<file path="src/arith_accel_pkg.sv">
// arith_accel_pkg: constants, states and bus carriers for arith_accel_unit.
// assumes an avalon-mm master addressing bytes; one register per word.
package arith_accel_pkg;

   // ****************************************
   // register map (index = byte address / 4)
   // ****************************************
   localparam int ADDR_W = 10;
   localparam logic [7:0] IDX_OPERAND_0 = 8'hf9;
   localparam logic [7:0] IDX_OPERAND_1 = 8'hfa;
   localparam logic [7:0] IDX_OPERAND_2 = 8'hfb;
   localparam logic [7:0] IDX_OPERAND_3 = 8'hfc;
   localparam logic [7:0] IDX_OPERAND_4 = 8'hfd;
   localparam logic [7:0] IDX_OPERAND_5 = 8'hfe;
   localparam logic [7:0] IDX_CONTROL = 8'hff;
   localparam logic [7:0] RESET_BYTE = 8'h00;

   // ****************************************
   // control/status fields
   // ****************************************
   localparam int BIT_SEQ_ERR = 7;
   localparam int BIT_OVF = 6;
   localparam int BIT_DIR = 5;
   localparam int SC_W = 5;
   localparam logic [4:0] NORM_MAX_COUNT = 5'h1f;
   localparam logic [4:0] NORM_ONE_LEFT = 5'h1e;
   localparam logic [31:0] MUL_LIMIT = 32'h0000_ffff;

   // ****************************************
   // cycle budgets from the last loading write
   // ****************************************
   localparam int DIV32_CYCLES = 17;
   localparam int DIV16_CYCLES = 9;
   localparam int MUL_CYCLES = 10;
   localparam int NORM_MAX_CYCLES = 20;
   localparam int SHIFT_MAX_CYCLES = 18;
   localparam int BITS_PER_STEP = 2;
   localparam logic [4:0] DIV32_STEPS = 5'(32 / BITS_PER_STEP);
   localparam logic [4:0] DIV16_STEPS = 5'(16 / BITS_PER_STEP);
   localparam logic [4:0] MUL_STEPS = 5'(16 / BITS_PER_STEP);

   // ****************************************
   // states and carriers
   // ****************************************
   typedef enum logic [2:0] {
      SEQ_IDLE = 3'b000, SEQ_D0 = 3'b001, SEQ_M4 = 3'b010, SEQ_M1 = 3'b011,
      SEQ_D1 = 3'b100, SEQ_D2 = 3'b101, SEQ_D3 = 3'b110, SEQ_D4 = 3'b111
   } seq_e;

   typedef enum logic [2:0] {
      OP_NONE = 3'b000, OP_DIV = 3'b001, OP_MUL = 3'b010,
      OP_SHIFT = 3'b011, OP_NORM = 3'b100
   } op_e;

   typedef struct packed {
      logic [ADDR_W-1:0] address;
      logic read;
      logic write;
      logic [31:0] writedata;
      logic [3:0] byteenable;
   } av_req_s;

   typedef struct packed {
      logic [31:0] readdata;
      logic waitrequest;
   } av_rsp_s;

endpackage

</file>
<file path="src/arith_accel_unit.sv">
// arith_accel_unit: multiply/divide/shift/normalize engine behind six
// byte-wide operand registers and one control/status register.
// assumes a single 50 mhz clock and an avalon-mm master that honours
// waitrequest; the cpu waits the fixed cycle budget before reading.
//
// Functional notes
// - unsigned 16x16 multiply, 32/16 and 16/16 divide, 32-bit shift and normalize
// - no done flag; cpu waits the cycle budget of the operation
// - 32/16 divide gives 32-bit quotient, 16-bit remainder, within 17 cycles
// - 16/16 divide gives 16-bit quotient and remainder within 9 cycles
// - 16x16 multiply gives 32-bit product within 10 cycles
// - normalize 3-20, shift 3-18 cycles, counted from last loading write
// - operands and results in six data bytes; control in one register
// - data write during an operation sets error bit 7; control read clears
// - overflow bit 6 on zero divisor or product above 0x0000ffff
// - direction bit 5: one shifts right, zero shifts left
// - count zero selects normalize; count field then holds shifts done
// - nonzero count shifts the 32-bit operand by that many bits
// - load, execute, read back: three phases per operation
// - byte 0 write restarts the unit; last divisor write starts divide
// - divide: dividend bytes 0-3, divisor 4-5; quotient 0-3, remainder 4-5
// - multiply loads bytes 0,4,1,5; product returns in bytes 0-3
// - normalize of operand with top bit set raises overflow
//
// Local design decision: the Avalon-MM slave port.
`timescale 1ns/1ns
module arith_accel_unit
(
   // clock and reset
   input wire logic sys_clk,
   input wire logic rst_b,
   // register bus
   input wire arith_accel_pkg::av_req_s av_req,
   output arith_accel_pkg::av_rsp_s av_rsp
);
   import arith_accel_pkg::*;

   // ****************************************
   // state
   // ****************************************
   // every register of the unit lives in this one struct; the engines
   // reuse w as working operand and b as divisor or multiplier
   typedef struct packed {
      logic [5:0][7:0] data;
      logic seq_err;
      logic ovf;
      logic dir;
      logic [SC_W-1:0] sc;
      seq_e seq;
      logic wide;
      op_e op;
      logic [4:0] cnt;
      logic [15:0] r;
      logic [31:0] w;
      logic [31:0] a;
      logic [15:0] b;
      logic waitreq;
      logic [31:0] rdata;
   } state_s;

   state_s st;
   state_s next_st;

   // unsigned only: the engines never look at a sign bit
   // one restoring divide step on {remainder, quotient}
   function automatic logic [47:0] div_step(input logic [47:0] x, input logic [15:0] d);
      logic [16:0] t;
      t = {x[47:32], x[31]};
      if (t >= {1'b0, d})
      begin
         div_step = {16'(t - {1'b0, d}), x[30:0], 1'b1};
      end
      else
      begin
         div_step = {t[15:0], x[30:0], 1'b0};
      end
   endfunction

   // ****************************************
   // next-state logic
   // ****************************************
   always_comb
   begin
      logic req;
      logic [7:0] idx;
      logic dsel;
      logic [2:0] n;
      logic err_set;
      logic err_clr;
      logic [47:0] x;
      logic [31:0] p;
      logic [4:0] k;
      logic [4:0] left;
      next_st = st;
      req = (av_req.read | av_req.write) & st.waitreq;
      idx = av_req.address[ADDR_W-1:2];
      dsel = (idx >= IDX_OPERAND_0) && (idx <= IDX_OPERAND_5);
      n = 3'(idx - IDX_OPERAND_0);
      err_set = 1'b0;
      err_clr = 1'b0;
      x = '0;
      p = '0;
      k = '0;
      left = '0;

      // execution engine, two result bits per cycle
      unique case (st.op)
         OP_NONE:
         begin
         end
         OP_DIV:
         begin
            x = div_step(div_step({st.r, st.w}, st.b), st.b);
            next_st.r = x[47:32];
            next_st.w = x[31:0];
            next_st.cnt = st.cnt - 5'd1;
            if (st.cnt == 5'd1)
            begin
               next_st.data[3:0] = x[31:0];
               next_st.data[5:4] = x[47:32];
               next_st.ovf = (st.b == 16'h0000);
               next_st.op = OP_NONE;
            end
         end
         OP_MUL:
         begin
            p = st.w + (st.b[0] ? st.a : 32'h0000_0000)
               + (st.b[1] ? {st.a[30:0], 1'b0} : 32'h0000_0000);
            next_st.w = p;
            next_st.a = {st.a[29:0], 2'b00};
            next_st.b = {2'b00, st.b[15:2]};
            next_st.cnt = st.cnt - 5'd1;
            if (st.cnt == 5'd1)
            begin
               next_st.data[3:0] = p;
               next_st.ovf = (p > MUL_LIMIT);
               next_st.op = OP_NONE;
            end
         end
         OP_SHIFT:
         begin
            // two positions per edge; an odd count ends with a single step
            k = (st.cnt >= 5'd2) ? 5'd2 : 5'd1;
            left = st.cnt - k;
            next_st.w = st.dir ? (st.w >> k) : (st.w << k);
            next_st.cnt = left;
            if (left == 5'd0)
            begin
               next_st.data[3:0] = next_st.w;
               next_st.op = OP_NONE;
            end
         end
         OP_NORM:
         begin
            // stops on a set top bit, or at count 31 so that a zero operand
            // cannot keep the engine busy past its cycle budget
            if (st.w[31] || (st.sc == NORM_MAX_COUNT))
            begin
               next_st.data[3:0] = st.w;
               next_st.ovf = st.w[31] && (st.sc == 5'd0);
               next_st.op = OP_NONE;
            end
            else if (st.w[30] || (st.sc == NORM_ONE_LEFT))
            begin
               next_st.w = {st.w[30:0], 1'b0};
               next_st.sc = st.sc + 5'd1;
            end
            else
            begin
               next_st.w = {st.w[29:0], 2'b00};
               next_st.sc = st.sc + 5'd2;
            end
         end
         default:
         begin
            next_st.op = OP_NONE;
         end
      endcase

      // the request is taken while waitrequest is high, so a held request
      // is never taken twice: the answer cycle blocks req
      // bus handshake: one wait cycle, then a one-cycle answer
      next_st.waitreq = ~req;
      if (req && av_req.read)
      begin
         next_st.rdata = '0;
         if (dsel)
         begin
            next_st.rdata[7:0] = st.data[n];
         end
         else if (idx == IDX_CONTROL)
         begin
            next_st.rdata[7:0] = {st.seq_err, st.ovf, st.dir, st.sc};
            err_clr = 1'b1;
         end
      end

      // register writes and sequence tracking
      if (req && av_req.write && av_req.byteenable[0])
      begin
         if (dsel)
         begin
            next_st.data[n] = av_req.writedata[7:0];
            // a write into a running operation aborts it and flags the misuse
            if (st.op != OP_NONE)
            begin
               err_set = 1'b1;
               next_st.op = OP_NONE;
            end
            // any data write out of the expected order drops the tracker to idle
            next_st.seq = SEQ_IDLE;
            if (n == 3'd0)
            begin
               next_st.seq = SEQ_D0;
               next_st.wide = 1'b0;
            end
            else
            begin
               unique case (st.seq)
                  SEQ_IDLE:
                  begin
                  end
                  SEQ_D0:
                  begin
                     if (n == 3'd4)
                     begin
                        next_st.seq = SEQ_M4;
                     end
                     else if (n == 3'd1)
                     begin
                        next_st.seq = SEQ_D1;
                     end
                  end
                  SEQ_M4:
                  begin
                     if (n == 3'd1)
                     begin
                        next_st.seq = SEQ_M1;
                     end
                  end
                  SEQ_M1:
                  begin
                     if (n == 3'd5)
                     begin
                        next_st.op = OP_MUL;
                        next_st.w = '0;
                        next_st.a = {16'h0000, st.data[1], st.data[0]};
                        next_st.b = {av_req.writedata[7:0], st.data[4]};
                        next_st.cnt = MUL_STEPS;
                        next_st.ovf = 1'b0;
                     end
                  end
                  SEQ_D1:
                  begin
                     if (n == 3'd2)
                     begin
                        next_st.seq = SEQ_D2;
                     end
                     else if (n == 3'd4)
                     begin
                        next_st.seq = SEQ_D4;
                     end
                  end
                  SEQ_D2:
                  begin
                     if (n == 3'd3)
                     begin
                        next_st.seq = SEQ_D3;
                     end
                  end
                  SEQ_D3:
                  begin
                     if (n == 3'd4)
                     begin
                        next_st.seq = SEQ_D4;
                        next_st.wide = 1'b1;
                     end
                  end
                  SEQ_D4:
                  begin
                     if (n == 3'd5)
                     begin
                        next_st.op = OP_DIV;
                        next_st.r = '0;
                        next_st.w = st.wide ? st.data[3:0]
                           : {st.data[1], st.data[0], 16'h0000};
                        next_st.b = {av_req.writedata[7:0], st.data[4]};
                        next_st.cnt = st.wide ? DIV32_STEPS : DIV16_STEPS;
                        next_st.ovf = 1'b0;
                     end
                  end
               endcase
            end
         end
         else if (idx == IDX_CONTROL)
         begin
            next_st.dir = av_req.writedata[BIT_DIR];
            next_st.sc = av_req.writedata[SC_W-1:0];
            // only right after the four operand bytes does a control write start work
            if (st.seq == SEQ_D3)
            begin
               next_st.seq = SEQ_IDLE;
               next_st.w = st.data[3:0];
               next_st.ovf = 1'b0;
               next_st.cnt = av_req.writedata[SC_W-1:0];
               if (av_req.writedata[SC_W-1:0] == 5'd0)
               begin
                  next_st.op = OP_NORM;
               end
               else
               begin
                  next_st.op = OP_SHIFT;
               end
            end
         end
      end

      // error flag: a new error wins over the clearing read
      next_st.seq_err = err_set | (st.seq_err & ~err_clr);
   end

   // ****************************************
   // state register
   // ****************************************
   // reset: all registers zero, waitrequest high so nothing is answered
   always_ff @(posedge sys_clk or negedge rst_b)
   begin
      if (!rst_b)
      begin
         st <= '0;
         st.waitreq <= 1'b1;
      end
      else
      begin
         st <= next_st;
      end
   end

   // outputs straight from the state register
   assign av_rsp.readdata = st.rdata;
   assign av_rsp.waitrequest = st.waitreq;

endmodule

</file>
<file path="config.mk">
export PLATFORM = sky130hd
export DESIGN_NAME = arith_accel_unit
export DESIGN_NICKNAME = d
export VERILOG_FILES = /design/src/arith_accel_pkg.sv /design/src/arith_accel_unit.sv
export SDC_FILE = /design/constraint.sdc
export NUM_CORES = 1
export LEC_CHECK = 0
export BUFFER_PORTS_ARGS = -buffer_cell sky130_fd_sc_hd__buf_2
export CAP_MARGIN = 15
export CORE_MARGIN = 2
export CORE_UTILIZATION = 58
export CTS_CLUSTER_SIZE = 8
export DETAILED_ROUTE_END_ITERATION = 8
export PLACE_DENSITY_LB_ADDON = 0.05
export SLEW_MARGIN = 20
export SYNTH_ARGS = -nofsm -noshare
export SYNTH_HDL_FRONTEND = slang
export SYNTH_SLANG_ARGS = --single-unit
</file>
<file path="constraint.sdc">
create_clock -name sys_clk -period 4.8 [get_ports sys_clk]
set_clock_uncertainty 0.1 [all_clocks]
set_input_delay 0.96 -clock sys_clk [delete_from_list [all_inputs] [get_ports sys_clk]]
set_output_delay 0.96 -clock sys_clk [all_outputs]
set_load 0.02 [all_outputs]
</file>
After elaboration in Yosys (flattened, before gate mapping)
Cells that the tools add are included.
Storage, ports and cells
  output and inout bits: 33
  input bits: 50
  word-level logic and storage cells: 179
  flip-flop bits (word level): 173
Operators by class
  equal/unequal tests: 20
  bitwise logic cells: 7
  reductions and logical operators: 24
  $lt $le $gt $ge: 8
  shifts and indexed selects: 2
  multiplexer cells: 89
  add/sub/neg operators: 9
Operators with widths (count)
  two-way mux 48 bit: 9
  two-way mux 32 bit: 13
  case mux 32 bit (4 select lines): 2
  two-way mux 115 bit: 1
  two-way mux 104 bit: 1
  two-way mux 16 bit: 5
  two-way mux 80 bit: 1
  adder 32 bit: 2
  two-way mux 8 bit: 8
  case mux 32 bit (2 select lines): 1
  two-way mux 56 bit: 1
  bitwise mux 48 bit: 1
  two-way mux 3 bit: 12
  >= comparator 17 x 16 -> 1 bit: 2
  > comparator 32 x 16 -> 1 bit (second input constant): 1
  case mux 16 bit (2 select lines): 1
  << shifter 32 x 2 -> 32 bit: 1
  right shift 32 x 2 -> 32 bit: 1
  subtractor 16 bit: 2
  binary-select mux 8 bit (select 3 bit): 1
  demux 8 bit (select 3 bit): 1
  equality test 3 bit (second input constant): 7
  two-way mux 5 bit: 4
  equality test 3 x 2 -> 1 bit (second input constant): 6
  37 further kinds: 75

Logic depth before layout (Yosys ltp)
  depth after elaboration: 12
  gate-level depth with buffers: 22
  gate-level depth less buffers: 20

Least setup slack after synthesis
Ideal clock, no wire load.
  path type: register -> register
  from: register st[34] in the netlist's numbering
  to: register st[81] in the netlist's numbering
  arrival: 4.910 ns
  clock period less this slack: 5.139 ns
  library setup time: 0.130 ns
  path slack: -0.339 ns
  cell stages (with the launch flop): 23
  required time: 4.570 ns
  path buffers: 3
  cell sequence: dfrtp_1 clkbuf_1 inv_1 ha_1 nor2b_1 o21bai_4 a31o_2 a31oi_4 o31ai_2 nand2_1 buf_4 mux2_4 ha_1 o21a_1 o31a_1 o211ai_2 o211ai_1 and3_1 o21ai_2 o2111ai_4 buf_12 a221oi_1 o21ai_1
RTL lines
  from (decl): RTL line arith_accel_unit.sv:61  | state_s st;
  from (signal assigned): RTL line arith_accel_unit.sv:335  | st <= next_st;

==> run metrics <==
GRT Overall Usage=40.9%; # hold bufs at CTS=0; DR WL/cell=24.8 um; setup ws final=0.159 ns; Critical Path RT=5.08 ns; Max Cap Viol=0; leak pwr=8.21 nW; nets=2334; Top FF cell, synth=dfrtp_1; fmax=0.215 GHz; EDFF count, synth=0; vias in the first global route=16700; top layer in use=met4; pre-CTS setup slack=-0.0635 ns; Root Driver=clkbuf_16; Synth Instances=2180; wl on met1=24.7 mm; Hold Path Class=register to register; Reg2Reg Setup Slack=0.16 ns; async set-or-reset flop fraction in the synthesized netlist=100%; CP cell instances=inv_1 -> ha_1 -> nand2_1 -> o21bai_4 -> a31o_4 -> a31oi_4 -> o31ai_4 -> nand2_4 -> buf_6 -> mux2_4 -> ha_1 -> buf_4 -> a21o_1 -> nand2_1 -> o211ai_1 -> and3_1 -> o21ai_2 -> o2111a_2 -> mux2_4 -> o21ai_1; layout cells sized above 1=13.8%; Synth top cells by count=nand2_1 (276), a21oi_1 (190), nor2_1 (179), dfrtp_1 (172), o21ai_0 (159); met2 wire len=28.6 mm; syn_area_per_cell=7.97 um^2; number of cells on the critical path=20; die width=177 um; largest net degree at the start of global routing=86; Post-Syn Area=17400 um^2; worst hold slack=0.382 ns; FF-to-FF Start=st[35]; Setup TNS Final=0 ns; Area after DPL=18100 um^2; GR Overflow Total=0; Critical Path End=st[181]; Final min period=4.64 ns; initial antenna violation count=0; Reg clk slew, reported paths=0.07 ns; Std-Cell Rows=63; CTS Sinks=173; Core ar.=29600 um^2; die height=177 um; DR vias=17900; Layout area overhead=8.79%; Clock H-tree levels=4; cell family with the largest share of critical-path delay=compound AO/OA/AOI/OAI gates; Clock Latency Late Sink=0.46 ns; Initial Util=58.8%; detailed placement HPWL=45.7 mm; Core Util, Final=63.9%; top area cells in the synthesized netlist=dfrtp_1 (25%), nand2_1 (6.0%), ha_1 (5.7%); sequential element share of the synthesized area=24.9%; TritonCTS clock tree=yes; drt pass-1 iters=7; first-pass GRT wire length=98.3 mm; ANT cells=0; Post-Route WL=63.8 mm; Worst setup SP type=register; maximum VDD drop=0.291 mV; WL met3=6.89 mm; Vias/cell=6.96; clock buffer count from CTS=17; Synth Register Bits=173; Slowest Stage Delay on Critical Path=0.41 ns; worst-margin pin slew=0.914 ns; IO Count=83; Non-Filler Cell Area, Final=18900 um^2; Die ar.=31400 um^2; PwrDens=369 nW/um^2; Hold Violations, Final=0; Synth top area share=24.8%; worst flop-to-flop path endpoint=st[181]; Routed Antenna Nets=0; library cells used by synthesis=96; Arrival @ worst endpoint=4.92 ns; status=finished, final reports clean; input/output buffers=29; kind of critical path=register to register; critical path launch point=st[35]; synth warn=0; gpl congestion=0.968; fin crit share=96.7%; DR DRC count=0; Synth area leader=dfrtp_1; DRT iter0 DRCs=2237; R2R depth=20; most instantiated library cell after synthesis=nand2_1; Max-slew headroom=39.0%; Setup crit end kind=register; CP Buf/Inv Count=3; CTS max path bufs=2; final setup fails=0; slowest CP cell=dfrtp_1; Max Slew Vio Count=0; critical path fanouts, max=6
==> metal layers <==
metal | global-route usage, % | up-vias
met5 | 0 | -
met4 | 20.7 | 0
met2 | 63.7 | 1163
met3 | 8.85 | 268
li1 | - | 7906
met1 | 53.5 | 8571
==> what timing repair did <==
action,in CTS,in global routing
endpoints found under the hold margin,0,0
setup buffers,0,4
gates resized for setup,4,35
pin swaps,1,9
endpoints found under the setup margin,14,34
==> metrics by stage <==
step / cells / total power, W
final: 2573 / 0.00697
after floorplan: 2203 / 0.00428
after global routing: 2573 / 0.00727
after CTS: 2568 / 0.00680
after detailed placement: 2537 / 0.00534
after global placement: 2537 / 0.00529
==> kinds of logic after synthesis <==
kind of cell	synth area share, %
AO/OA/AOI/OAI	26.7
AND/OR/NAND/NOR	20.3
multiplexers	9.38
other	0.0216
XOR/XNOR	2.42
flip-flops	24.9
buffers and inverters	6.71
adder cells (fa/ha/maj)	9.61
==> area by class of cell <==
class,count,area (um^2)
Multi-Input combinational cell,1769,12200
Fill cell,2636,10700
Sequential cell,173,4330
Timing Repair Buffer,142,1060
Tap cell,390,488
Clock buffer,19,443
Inverter,68,255
Clock inverter,12,138
==> worst register-to-register path, stage by stage (launching register included) <==
cell,delay [ns]
dfrtp_1,0.41
inv_1,0.11
ha_1,0.36
nand2_1,0.09
o21bai_4,0.18
a31o_4,0.25
a31oi_4,0.23
o31ai_4,0.10
nand2_4,0.15
buf_6,0.15
mux2_4,0.32
ha_1,0.30
buf_4,0.15
a21o_1,0.19
nand2_1,0.08
o211ai_1,0.11
and3_1,0.19
o21ai_2,0.23
o2111a_2,0.37
mux2_4,0.36
o21ai_1,0.15
==> power breakdown <==
group	internal, W	switching, W
combinational	0.00126	0.00192
clock	0.000784	0.000678
sequential	0.00168	0.000641
==> sequential cells by signal (all words and copies together) (netlist names) <==
| register | flops |
|---|---|
| av_rsp | 9 |
| st | 164 |
==> worst min-delay path by stage <==
stage / startpoint / endpoint / slack [ns] / cells after the start
after floorplan: st[148] / st[148] / 0.35 / 2
after global placement: av_rsp[5] / av_rsp[5] / 0.36 / 2
after detailed placement: av_rsp[8] / av_rsp[8] / 0.38 / 2
after CTS: st[148] / st[148] / 0.39 / 2
after global routing: av_rsp[5] / av_rsp[5] / 0.41 / 2
final: av_rsp[8] / av_rsp[8] / 0.38 / 2
==> placed cells by master, fill, tap and decap left out, drive strengths merged, types with 28 or more instances in the layout <==
master,count
nand2,276
a21oi,192
nor2,180
o21ai,174
dfrtp,172
buf,141
ha,79
and2,72
inv,71
nand3,65
mux2i,59
a31oi,53
nor3,36
mux4,35
a21o,34
fa,34
xnor2,32
and3,30
a211oi,28
No activity file was read; power rests on OpenSTA's default activity.
